===== config.mk =====
export PLATFORM = sky130hd
export DESIGN_NAME = wcf_mapper
export DESIGN_NICKNAME = d
export VERILOG_FILES = /design/src/design/wcf_pkg.sv /design/src/design/wcf_fifo.sv /design/src/design/wcf_mapper.sv
export VERILOG_INCLUDE_DIRS = /design/src /design/src/design
export SDC_FILE = /design/constraint.sdc
export NUM_CORES = 2
export LEC_CHECK = 0
export ABC_AREA = 1
export BUFFER_PORTS_ARGS = -buffer_cell sky130_fd_sc_hd__buf_2
export CAP_MARGIN = 10
export CORE_AREA = 2 2 351 353
export DETAILED_ROUTE_END_ITERATION = 10
export DIE_AREA = 0 0 353 355
export HOLD_SLACK_MARGIN = 0.1
export PLACE_DENSITY_LB_ADDON = 0.3
export SLEW_MARGIN = 5
export SYNTH_ARGS = -nofsm -noshare
export SYNTH_HDL_FRONTEND = slang
export SYNTH_SLANG_ARGS = --single-unit

===== constraint.sdc =====
create_clock -name sys_clk -period 14.8 [get_ports sys_clk]
set_input_delay 0 -clock sys_clk [delete_from_list [all_inputs] [get_ports sys_clk]]
set_output_delay 0 -clock sys_clk [all_outputs]
set_load 0.01 [all_outputs]

===== src/design/wcf_params.svh =====
// named constants of the write crc frame mapper
// assumes inclusion by the package and the design modules alike
`ifndef WCF_PARAMS_SVH
`define WCF_PARAMS_SVH

// frame geometry
`define WCF_BEATS        10
`define WCF_LANES        18
`define WCF_PIN_W        19
`define WCF_BYTE_LANES   9
`define WCF_DM_LANE      8
`define WCF_X4_LANES     4
`define WCF_LANE_BITS    8
`define WCF_BL8_BEATS    8
`define WCF_BC4_BEATS    4
`define WCF_BC4_HI_OFS   4
`define WCF_CRC_BEAT     8
`define WCF_CRC_HI_BEAT  9
`define WCF_LAST_CRC     4'h9
`define WCF_LAST_NOCRC   4'h7
`define WCF_TREES        2
`define WCF_DATA_W       144

// checksum
`define WCF_TREE_W       72
`define WCF_CRC_W        8
`define WCF_CRC_POLY     8'h07
`define WCF_CRC_INIT     8'h00
`define WCF_X4_NIB       4

// pin packing
`define WCF_PIN_BEAT     18

// buffering
`define WCF_FIFO_DEPTH   8

`endif


===== src/design/wcf_pkg.sv =====
// types shared by the write crc frame mapper and its testbench
// assumes the constants header sits beside this file
`include "wcf_params.svh"

package wcf_pkg;

  typedef enum logic [1:0]
  {
    WCF_X4,
    WCF_X8,
    WCF_X16
  } wcf_width_t;

  // mode settings held stable by the mode register logic
  typedef struct packed
  {
    wcf_width_t width;
    logic       bc4;
    logic       dm_en;
    logic       dbi_en;
    logic       crc_en;
  } wcf_cfg_t;

  // write command as decoded on the command bus
  typedef struct packed
  {
    logic [2:0] col_low;
    logic       otf;
  } wcf_cmd_t;

  // one frame as handed to the core
  typedef struct packed
  {
    logic [`WCF_DATA_W-1:0] data;
    logic                   bc4;
    logic                   a2;
    logic                   crc_err;
    logic                   pad_err;
  } wcf_word_t;

endpackage


===== src/design/wcf_fifo.sv =====
// small first-in first-out buffer with a registered read port
// assumes one clock and a synchronous active-high reset
`timescale 1ns/1ps
`default_nettype none
`include "wcf_params.svh"

module wcf_fifo #(
  parameter int unsigned W     = 8,
  parameter int unsigned DEPTH = `WCF_FIFO_DEPTH
) (
  // clock and reset
  input  wire logic         sys_clk,
  input  wire logic         rst,
  // fill side
  input  wire logic         in_valid,
  output logic              in_ready,
  input  wire logic [W-1:0] in_data,
  // drain side
  output logic              out_valid,
  input  wire logic         out_ready,
  output logic [W-1:0]      out_data
);

  localparam int unsigned AW = (DEPTH > 1) ? $clog2(DEPTH) : 1;

  logic [W-1:0]  mem_q [DEPTH];
  logic [AW-1:0] wr_ptr_q;
  logic [AW-1:0] rd_ptr_q;
  logic [AW:0]   count_q;
  logic          push;
  logic          pop;

  assign in_ready = (count_q < (AW+1)'(DEPTH));
  assign push     = in_valid && in_ready;
  // the output register refills whenever it is empty or being taken
  assign pop      = (count_q != '0) && (!out_valid || out_ready);

  ////////////////////////////////////////////////////////////////////////////
  always_ff @(posedge sys_clk)
  begin
    if (push)
    begin
      mem_q[wr_ptr_q] <= in_data;
    end
  end

  always_ff @(posedge sys_clk)
  begin
    if (rst)
    begin
      wr_ptr_q <= '0;
      rd_ptr_q <= '0;
      count_q  <= '0;
    end
    else
    begin
      if (push)
      begin
        wr_ptr_q <= (wr_ptr_q == AW'(DEPTH-1)) ? '0 : wr_ptr_q + 1'b1;
      end
      if (pop)
      begin
        rd_ptr_q <= (rd_ptr_q == AW'(DEPTH-1)) ? '0 : rd_ptr_q + 1'b1;
      end
      count_q <= count_q + (AW+1)'(push) - (AW+1)'(pop);
    end
  end

  ////////////////////////////////////////////////////////////////////////////
  always_ff @(posedge sys_clk)
  begin
    if (rst)
    begin
      out_valid <= 1'b0;
      out_data  <= '0;
    end
    else if (pop)
    begin
      out_valid <= 1'b1;
      out_data  <= mem_q[rd_ptr_q];
    end
    else if (out_ready)
    begin
      out_valid <= 1'b0;
    end
  end

endmodule

`default_nettype wire


===== src/design/wcf_mapper.sv =====
// receive side of the write data frame with checksum for a x4/x8/x16 dram
// assumes data pins sampled once per transfer by beat_pin, mode settings
// stable between frames, and a command pulse ahead of each frame
`timescale 1ns/1ps
`default_nettype none
`include "wcf_params.svh"

module wcf_mapper #(
  parameter int unsigned FIFO_DEPTH = `WCF_FIFO_DEPTH
) (
  // clock and reset
  input  wire logic             sys_clk,
  input  wire logic             rst,
  // mode settings
  input  wire wcf_pkg::wcf_cfg_t cfg,
  // write command
  input  wire logic             cmd_valid,
  input  wire wcf_pkg::wcf_cmd_t cmd,
  // data pins
  input  wire logic             beat_pin,
  input  wire logic [15:0]      dq_pin,
  input  wire logic [1:0]       dm_pin,
  // alert pin, open drain
  output logic                  alert_out_q,
  output logic                  alert_oe_n_q,
  // status toward the controller side
  output logic                  frame_ready_q,
  output logic                  cmd_err_q,
  output logic                  overrun_q,
  // core write port
  output logic                  core_valid,
  input  wire logic             core_ready,
  output wcf_pkg::wcf_word_t    core_word
);

  import wcf_pkg::*;

  localparam int unsigned WW = $bits(wcf_word_t);

  typedef enum logic [1:0]
  {
    ST_IDLE,
    ST_RECV,
    ST_CHECK,
    ST_PUSH
  } wcf_state_t;

  function automatic logic [`WCF_CRC_W-1:0] wcf_crc8(
    input logic [`WCF_TREE_W-1:0] d
  );
    logic [`WCF_CRC_W-1:0] c;
    logic                  fb;
    c  = `WCF_CRC_INIT;
    fb = 1'b0;
    // first serial bit is the top of the word
    for (int i = `WCF_TREE_W-1; i >= 0; i--)
    begin
      fb = c[`WCF_CRC_W-1] ^ d[i];
      c  = {c[`WCF_CRC_W-2:0], 1'b0} ^ ({`WCF_CRC_W{fb}} & `WCF_CRC_POLY);
    end
    return c;
  endfunction

  wcf_state_t                           state_q;
  logic [`WCF_PIN_W-1:0]                pin_s1_q;
  logic [`WCF_PIN_W-1:0]                pin_s2_q;
  logic                                 s_beat;
  logic [`WCF_LANES-1:0]                s_lanes;
  logic [`WCF_BEATS-1:0][`WCF_LANES-1:0] beat_q;
  logic [3:0]                           beat_cnt_q;
  logic                                 last_beat;
  wcf_cfg_t                             cfg_q;
  logic                                 a2_q;
  logic                                 cmd_bad;
  logic                                 x4;
  logic                                 x16;
  logic                                 dmdbi;
  logic [`WCF_TREES-1:0][`WCF_TREE_W-1:0] tree_w;
  logic [`WCF_TREES-1:0][`WCF_CRC_W-1:0]  calc_crc;
  logic [`WCF_TREES-1:0][`WCF_CRC_W-1:0]  rx_crc;
  logic [`WCF_TREES-1:0]                pad_bad;
  logic                                 crc_bad;
  logic                                 any_pad_bad;
  logic                                 drop;
  logic                                 crc_err_q;
  logic                                 pad_err_q;
  logic [`WCF_DATA_W-1:0]               frame_data;
  wcf_word_t                            push_word;
  logic                                 fifo_in_ready;

  ////////////////////////////////////////////////////////////////////////////
  // pins cross into sys_clk through two flops; only stage two is read
  always_ff @(posedge sys_clk)
  begin
    if (rst)
    begin
      pin_s1_q <= '0;
      pin_s2_q <= '0;
    end
    else
    begin
      pin_s1_q <= {beat_pin, dm_pin[1], dq_pin[15:8], dm_pin[0], dq_pin[7:0]};
      pin_s2_q <= pin_s1_q;
    end
  end

  assign s_beat  = pin_s2_q[`WCF_PIN_BEAT];
  assign s_lanes = pin_s2_q[`WCF_LANES-1:0];

  ////////////////////////////////////////////////////////////////////////////
  // command checks: fixed order for bl8 and no otf chop under fixed bc4, both with crc
  assign cmd_bad = (cfg.crc_en && !cfg.bc4 && (cmd.col_low != 3'h0))
                || (cfg.crc_en && cfg.bc4 && cmd.otf);

  assign x4        = (cfg_q.width == WCF_X4);
  assign x16       = (cfg_q.width == WCF_X16);
  assign dmdbi     = cfg_q.dm_en || cfg_q.dbi_en;
  // without crc the frame is eight transfers long
  assign last_beat = (beat_cnt_q == (cfg_q.crc_en ? `WCF_LAST_CRC
                                                  : `WCF_LAST_NOCRC));

  always_ff @(posedge sys_clk)
  begin
    if (rst)
    begin
      state_q <= ST_IDLE;
    end
    else
    begin
      case (state_q)
        ST_IDLE:
        begin
          if (cmd_valid && !cmd_bad)
          begin
            state_q <= ST_RECV;
          end
        end
        ST_RECV:
        begin
          if (s_beat && last_beat)
          begin
            state_q <= ST_CHECK;
          end
        end
        ST_CHECK:
        begin
          state_q <= drop ? ST_IDLE : ST_PUSH;
        end
        default:
        begin
          if (fifo_in_ready)
          begin
            state_q <= ST_IDLE;
          end
        end
      endcase
    end
  end

  // frame settings are frozen for the whole frame
  always_ff @(posedge sys_clk)
  begin
    if (rst)
    begin
      cfg_q <= '0;
      a2_q  <= 1'b0;
    end
    else if (state_q == ST_IDLE && cmd_valid && !cmd_bad)
    begin
      cfg_q <= cfg;
      a2_q  <= cfg.bc4 && cmd.col_low[2];
    end
  end

  always_ff @(posedge sys_clk)
  begin
    if (rst)
    begin
      beat_cnt_q <= '0;
      beat_q     <= '0;
    end
    else if (state_q == ST_IDLE)
    begin
      beat_cnt_q <= '0;
    end
    else if (state_q == ST_RECV && s_beat)
    begin
      beat_q[beat_cnt_q] <= s_lanes;
      beat_cnt_q         <= beat_cnt_q + 4'h1;
    end
  end

  ////////////////////////////////////////////////////////////////////////////
  // one checksum tree per byte group; the upper one only counts on x16
  for (genvar k = 0; k < `WCF_TREES; k++)
  begin : g_tree
    always_comb
    begin
      tree_w[k]  = '1;
      pad_bad[k] = 1'b0;
      for (int l = 0; l < `WCF_BYTE_LANES; l++)
      begin
        for (int b = 0; b < `WCF_BEATS; b++)
        begin
          int  j;
          int  pos;
          int  nb;
          logic lane_on;
          logic is_data;
          logic is_crc;
          j       = k * `WCF_BYTE_LANES + l;
          nb      = cfg_q.bc4 ? `WCF_BC4_BEATS : `WCF_BL8_BEATS;
          lane_on = x4 ? (k == 0 && l < `WCF_X4_LANES) : (k == 0 || x16);
          is_data = lane_on && (b < nb)
                 && ((l != `WCF_DM_LANE) || dmdbi);
          is_crc  = lane_on && (l != `WCF_DM_LANE) && cfg_q.crc_en
                 && ((b == `WCF_CRC_BEAT)
                  || (x4 && b == `WCF_CRC_HI_BEAT));
          // mask lane of an a2 high chop lands on tree inputs 68-71
          pos = (l == `WCF_DM_LANE && cfg_q.bc4 && a2_q)
              ? l * `WCF_LANE_BITS + `WCF_BC4_HI_OFS + b
              : l * `WCF_LANE_BITS + b;
          if (is_data)
          begin
            tree_w[k][pos] = beat_q[b][j];
          end
          // slots beyond data and checksum must arrive high
          if (lane_on && !is_data && !is_crc
              && (cfg_q.crc_en || b < `WCF_BL8_BEATS)
              && !beat_q[b][j])
          begin
            pad_bad[k] = 1'b1;
          end
        end
      end
      calc_crc[k] = wcf_crc8(tree_w[k]);
    end
  end

  // x4 splits its checksum over two transfers of four lanes
  assign rx_crc[0] = x4
    ? {beat_q[`WCF_CRC_HI_BEAT][`WCF_X4_NIB-1:0],
       beat_q[`WCF_CRC_BEAT][`WCF_X4_NIB-1:0]}
    : beat_q[`WCF_CRC_BEAT][`WCF_CRC_W-1:0];
  assign rx_crc[1] = beat_q[`WCF_CRC_BEAT]
                           [`WCF_BYTE_LANES+`WCF_CRC_W-1:`WCF_BYTE_LANES];

  assign crc_bad = cfg_q.crc_en
                && ((calc_crc[0] != rx_crc[0])
                 || (x16 && (calc_crc[1] != rx_crc[1])));
  assign any_pad_bad = |pad_bad;
  // with masking on, a write whose checksum fails never reaches the core
  assign drop    = crc_bad && cfg_q.dm_en;

  ////////////////////////////////////////////////////////////////////////////
  always_ff @(posedge sys_clk)
  begin
    if (rst)
    begin
      crc_err_q <= 1'b0;
      pad_err_q <= 1'b0;
    end
    else if (state_q == ST_CHECK)
    begin
      crc_err_q <= crc_bad;
      pad_err_q <= any_pad_bad;
    end
  end

  // one low cycle on the alert pin per failing frame; the pin only sinks
  always_ff @(posedge sys_clk)
  begin
    if (rst)
    begin
      alert_out_q  <= 1'b0;
      alert_oe_n_q <= 1'b1;
    end
    else
    begin
      alert_out_q  <= 1'b0;
      alert_oe_n_q <= !(state_q == ST_CHECK && crc_bad);
    end
  end

  always_ff @(posedge sys_clk)
  begin
    if (rst)
    begin
      frame_ready_q <= 1'b0;
      cmd_err_q     <= 1'b0;
      overrun_q     <= 1'b0;
    end
    else
    begin
      frame_ready_q <= (state_q == ST_IDLE);
      cmd_err_q     <= (state_q == ST_IDLE) && cmd_valid && cmd_bad;
      // pins cannot be stalled, so traffic while busy is only reported
      overrun_q     <= ((state_q != ST_IDLE) && cmd_valid)
                    || ((state_q == ST_CHECK || state_q == ST_PUSH)
                        && s_beat);
    end
  end

  ////////////////////////////////////////////////////////////////////////////
  // core gets raw lane-major data; a2 says where a chopped nibble belongs
  always_comb
  begin
    frame_data = '0;
    for (int j = 0; j < `WCF_LANES; j++)
    begin
      for (int b = 0; b < `WCF_BL8_BEATS; b++)
      begin
        frame_data[j * `WCF_LANE_BITS + b] = beat_q[b][j];
      end
    end
  end

  assign push_word.data    = frame_data;
  assign push_word.bc4     = cfg_q.bc4;
  assign push_word.a2      = a2_q;
  assign push_word.crc_err = crc_err_q;
  assign push_word.pad_err = pad_err_q;

  wcf_fifo #(
    .W     (WW),
    .DEPTH (FIFO_DEPTH)
  ) wcf_fifo_inst (
    .sys_clk   (sys_clk),
    .rst       (rst),
    .in_valid  (state_q == ST_PUSH),
    .in_ready  (fifo_in_ready),
    .in_data   (push_word),
    .out_valid (core_valid),
    .out_ready (core_ready),
    .out_data  (core_word)
  );
endmodule

`default_nettype wire


Yosys cells after proc, flatten, opt, wreduce, memory -nomap -nowiden
Memories as Yosys holds them, arrays and structs flattened. A register that Yosys moved wholly into a read port is not among the register bits.
Cells that the tools add are included.
{ "word_totals": {"ff_bits": 248, "output_inout_bits": 154, "in_bits": 33, "n_memories": 1, "mem_bits_rw": 1184} }
{ "mem_list": {"columns": ["name", "depth", "word_bits", "rd", "rd_ports_with_merged_regs", "wr", "line", "rtl"], "rows": [
  ["wcf_fifo_inst.mem_q", 8, 148, 1, 1, 1, "wcf_fifo.sv:26", "logic [W-1:0] mem_q [DEPTH];"]
]} }
{ "classes": {"n_addsub": 5, "n_mux": 429, "bitwise": 283, "reduce_logical": 569, "n_eq_ne": 11, "order_cmp": 33} }
{ "op_table": {"columns": ["op", "count"], "rows": [
  ["bitwise mux 72 bit", 20],
  ["two-way mux 72 bit", 20],
  ["XOR 8 x 3 -> 8 bit", 137],
  ["two-way mux 1 bit", 356],
  ["logical AND 1 bit", 312],
  ["logical NOT 1 bit", 240],
  ["bitwise mux 180 bit", 1],
  ["XOR 1 bit", 135],
  ["< comparator 4 x 32 -> 1 bit (first input constant)", 4],
  ["demux 18 bit (select 4 bit)", 1],
  ["demux 1 bit (select 7 bit)", 10],
  [">= comparator 32 x 1 -> 1 bit (second input constant)", 2],
  ["< comparator 3 x 32 -> 1 bit (first input constant)", 2],
  ["< comparator 32 x 9 -> 1 bit (second input constant)", 2],
  ["< comparator 5 x 32 -> 1 bit (first input constant)", 2],
  ["< comparator 7 x 8 -> 1 bit (second input constant)", 8],
  [">= comparator 7 x 1 -> 1 bit (second input constant)", 8],
  ["< comparator 1 x 32 -> 1 bit (first input constant)", 1],
  ["< comparator 2 x 32 -> 1 bit (first input constant)", 1],
  ["two-way mux 3 bit", 8],
  ["two-way mux 4 bit", 6],
  ["two-way mux 18 bit", 1],
  ["!= test 8 bit", 2],
  ["two-way mux 2 bit", 4],
  ["28 further kinds", 47]
]} }

Longest topological paths before layout
{ "depth": {"depth_word": 173, "ltp_mapped": 66, "ltp_nobuf": 66} }

By module
A second synthesis with hierarchy kept.
{ "unflattened": {"cells_unflattened": 8330, "hier_area_um2": 72829.8} }
{ "modules_own_cells": {"columns": ["module", "area_per_inst_um2", "seq_area_each_um2", "cells_per_inst", "instances"], "rows": [
  ["wcf_fifo", 55997.5, 38737.2, 5397, 1],
  ["wcf_mapper", 16832.4, 4744.6, 2933, 1]
]} }

Worst setup path before layout
No wires, ideal clock.
{ "synth_timing": {"path_kind": "register to register", "startpoint": "register state_q[0]", "endpoint": "memory wcf_fifo_inst.mem_q[0][0] (netlist name) (enable)", "slack_ns": 7.142, "stages_incl_launch_ff": 6, "period_less_slack_ns": 7.658, "t_arrival_ns": 7.001, "cell_sequence": "dfxtp_1 ha_1 nand2_1 inv_1 nand2_1 nor2_1"} }
{ "synth_via": {"elab_chain_len": 4} }
{ "synth_lines": {"columns": ["element", "line", "rtl"], "rows": [
  ["start, declared", "wcf_mapper.sv:64", "wcf_state_t state_q;"],
  ["start signal, assigned", "wcf_mapper.sv:147", "state_q <= drop ? ST_IDLE : ST_PUSH;"],
  ["== test 2 bit", "wcf_mapper.sv:330", ".in_valid (state_q == ST_PUSH),"],
  ["logical AND 1 bit", "wcf_fifo.sv:34", "assign push = in_valid && in_ready;"],
  ["net wcf_fifo_inst.push", "wcf_fifo.sv:30", "logic push;"],
  ["two-way mux 1 bit", "wcf_fifo.sv:41", "if (push)"],
  ["two-way mux 1 bit (not written as such)", "wcf_fifo.sv:43", "mem_q[wr_ptr_q] <= in_data;"],
  ["end, declared", "wcf_fifo.sv:26", null]
]} }
The timed path passes the listed nets, and every way through them passes these cells.

Final worst setup path
{ "layout_timing": {"startpoint": "register cfg_q[5] (netlist name)", "endpoint": "register state_q[0]"} }
{ "layout_via": {"elab_chain_len": 112, "elab_cells_between_ends": 495, "cone_classes": "3 x eq/ne; 165 x mux; 282 x bitwise; 45 x reduce/logical"} }
{ "layout_lines": {"columns": ["element", "line", "rtl"], "rows": [
  ["start, declared", "wcf_mapper.sv:72", "wcf_cfg_t cfg_q;"],
  ["start signal, assigned", "wcf_mapper.sv:170", "cfg_q <= cfg;"],
  ["== test 2 bit or logical NOT 2 bit (tied branches)", "wcf_mapper.sv:116, wcf_mapper.sv:115", null],
  ["two-way mux 1 bit", "wcf_mapper.sv:213", "lane_on = x4 ? (k == 0 && l < `WCF_X4_LANES) : (k == 0 || x16);"],
  ["logical AND 1 bit (2 in a row)", "wcf_mapper.sv:214", "is_data = lane_on && (b < nb)"],
  ["two-way mux 72 bit", "wcf_mapper.sv:223", "if (is_data)"],
  ["bitwise mux 72 bit", "wcf_mapper.sv:225", "tree_w[k][pos] = beat_q[b][j];"],
  ["two-way mux 72 bit", "wcf_mapper.sv:223", null],
  ["bitwise mux 72 bit", "wcf_mapper.sv:225", null],
  ["two-way mux 72 bit", "wcf_mapper.sv:223", null],
  ["[... 95 more ...]", null, null],
  ["XOR 8 x 3 -> 8 bit", "wcf_mapper.sv:59", "c = {c[`WCF_CRC_W-2:0], 1'b0} ^ ({`WCF_CRC_W{fb}} & `WCF_CRC_POLY);"],
  ["!= test 8 bit", "wcf_mapper.sv:250", "|| (x16 && (calc_crc[1] != rx_crc[1])));"],
  ["logical AND 1 bit", "wcf_mapper.sv:250", null],
  ["logical OR 1 bit (*)", "wcf_mapper.sv:250", null],
  ["logical AND 1 bit (*)", "wcf_mapper.sv:249", "&& ((calc_crc[0] != rx_crc[0])"],
  ["logical AND 1 bit (*)", "wcf_mapper.sv:253", "assign drop = crc_bad && cfg_q.dm_en;"],
  ["two-way mux 2 bit (*)", "wcf_mapper.sv:147", null],
  ["one-hot mux 2 bit (3 select lines) (*)", "wcf_mapper.sv:130", "case (state_q)"]
]} }
Every way passes the cells marked *; elsewhere a longest branch is shown, timed or not.
A chain may end at the register's enable or synchronous reset.

==> flow_summary.ini <==
[status]
status = finished, final reports clean

[timing]
hold_viol_final = 0
setup_viol = 0
tightest_slew_ns = 1.166
relSlewSlack_pct = 21.69
fmax_ghz = 0.1458
rsz0062_at_grt = false
period_needed_ns = 6.860
drv_slew = 0
setup_tns_ns = 0
period_share_pct = 46.35
clock_skew_ns = 0.04424
worst_slack_ns = 7.940

[logic_synthesis]
synth_xor_xnor_area_share_pct = 0.1973
synth_area_sq_um = 66580
synth_top_family_by_area = simple AND/OR/NAND/NOR gates
synth_mux_area_share_pct = 0
yosysSeqAreaShare_pct = 65.31
synth-edff-count = 1184
synthAdderAreaFrac_pct = 0.3683
synth_compound_area_share_pct = 13.65
ys.flop_type = edfxtp_1
synthSimpleGateAreaFrac_pct = 15.91
yosysUniqueCellTypes = 41
synthCells = 6581
synth_nets = 6633
syn_area_per_cell_sq_um = 10.12
async_flop_share_pct = 0
yosysWarnings = 0
ys_ff_latch = 1580

[finish]
fin_area_sq_um = 74900
fin_nets = 6755
syn_to_final_growth_pct = 12.49
layout_commonest_cell = edfxtp_1
n_fill_cell = 9716
instances_no_fill = 8463
diodes = 0
drive_above_1_share_pct = 9.974
final_cell_mix = edfxtp_1 (1,184), o21ai_0 (1,094), nor2_1 (982)

[clock_network]
clockBufferDepth = 3
cts-root-buf = clkbuf_16
clk_latency_ns = 0.81
ctsHtreeMaxLevel = 4
cts.sinks = 1580
numCtsBuffers = 157
cts.repair.resized = 0
cts.clk_slew.worst_paths_ns = 0.06
cts_tree = yes

[worst_hold_path]
hold_path_class = input pin to flip-flop
hold_depth = 4
hp-start = cfg[5]

[place]
numPortBuffers = 185
gp_congestion = 0.9808
place_inst = 8085
pre_cts_ws_ns = 8.110
dpl_cell_area_sq_um = 68740
dp_hpwl_um = 112800

[drt]
drtIter0Drc = 5554
dr.pass1.iters = 6
antenna_left = 0
via_per_inst = 5.910
vias = 50020
routedWlPerCell_um = 22.08
routed_wl_um = 186800
drc = 0

[floorplanning]
io_pins = 187
die-area_sq_um = 125300
rows = 128
core_sq_um = 121400
initial_core_util_pct = 54.85
die_h_um = 355
die_x_um = 353

[critical_path]
slowest_stage = nor2_4
crit_cells = 57
rr_startpoint = cfg_q[5]
cp_num_buf_inv = 3
worstSetupPathType = flip-flop to flip-flop
end_kind = flip-flop
cp.required_ns = 15.53
worst_setup_path_start_kind = flip-flop
path_max_fanout = 26
worstPathArrival_ns = 7.59
crit_top_cell = nand2_1
slowest_delay_ns = 0.65
crit_start = cfg_q[5]
r2r_cells = 57
crit_family = simple AND/OR/NAND/NOR gates

[global_routing]
gr-total-overflow = 0
grt_pass1_vias = 46900
antenna_found_initial = 4
grt_pass1_wl_um = 280200
grt_util_all_layers_pct = 29.25
grt_max_degree = 186

[run]
cap_viol_max_count = 0
==> state kept, by name, indices dropped and copies added, names as in the netlist, 2 cells and up <==
name and flops:
wcf_fifo_inst.count_q 4, beat_cnt_q 4, pin_s1_q 19, wcf_fifo_inst.mem_q 1184
wcf_fifo_inst.out_data 148, wcf_fifo_inst.rd_ptr_q 3, beat_q 180, cfg_q 6
pin_s2_q 19, wcf_fifo_inst.wr_ptr_q 3, state_q 2
==> timing repair <==
item                                   4_1_cts  5_1_grt
setup endpoints to repair                    0        0
endpoints found under the hold margin       54        0
buffers inserted                             0        0
hold buffers                                84        0
==> path summary, 6_finish.rpt <==
| path | to | slack [ns] |
|---|---|---|
| setup / recovery | state_q[0] | 7.94 |
| setup reg to reg | state_q[0] | 7.94 |
| hold reg to reg | pin_s2_q[9] | 0.40 |
| hold / removal | cfg_q[5] | 0.22 |
==> worst min-delay path: cells and delay by family <==
kind	cells	cell delay [ns]
AOI/OAI and AO/OA	2	0.39
buffers and inverters	2	0.61
==> cell families after synthesis <==
group / Yosys count
fa+ha+maj: 19
flops: 1580
simple gates: 2507
compound gates: 1660
xor+xnor: 15
other cells: 1
buf+inv: 799
==> per-stage QoR <==
| step | hold slack [ns] | utilization, % |
|---|---|---|
| 6_report | 0.2249 | 61.70 |
| 5_1_grt | 0.2358 | 61.70 |
| 4_1_cts | 0.1185 | 61.70 |
| 3_5_place_dp | 0.2066 | 56.63 |
| 3_3_place_gp | 0.1985 | 56.63 |
| 2_1_floorplan | 0.1070 | - |
==> layer usage <==
layer | up-vias | GRT usage, % | wire length [um]
met5 | - | 0 | 13
met4 | 2 | 10.17 | 6099
met3 | 325 | 4.549 | 16970
met2 | 2253 | 47.06 | 86440
met1 | 24100 | 40.78 | 77320
li1 | 23340 | - | -
==> synthesized netlist by cell type, types with 6 or more instances <==
cell type | number | area share, %
nand2_1 | 883 | 5.0
nand3b_1 | 24 | 0.27
inv_1 | 399 | 2.2
nand3_2 | 18 | 0.27
a21oi_1 | 256 | 1.9
nor2_1 | 990 | 5.6
nand4_1 | 15 | 0.14
nand3_1 | 417 | 3.1
nand2_2 | 118 | 1.1
xnor2_1 | 6 | 0.079
clkbuf_1 | 335 | 1.9
ha_1 | 18 | 0.34
nor3_1 | 17 | 0.13
edfxtp_1 | 1184 | 53
o221ai_1 | 148 | 1.9
buf_1 | 25 | 0.14
inv_2 | 30 | 0.17
nor4_1 | 9 | 0.085
dfxtp_1 | 396 | 12
o21ai_0 | 1094 | 8.2
o22ai_1 | 148 | 1.4
nor2_2 | 7 | 0.066
xor2_1 | 9 | 0.12
==> final cells by class <==
cell class                      count  area (sq um)  share of cell area [%]
Inverter                          431          1639                   2.188
Clock buffer                      231          4496                   6.002
Clock inverter                     63         822.0                   1.098
Timing Repair Buffer              331          2257                   3.014
Sequential cell                  1580         43490                   58.07
Multi-Input combinational cell   4202         20160                   26.92
Tap cell                         1625          2033                   2.715
Power is not shown: default switching activity piles up to over one toggle a cycle in this logic, so the estimate is an artifact.
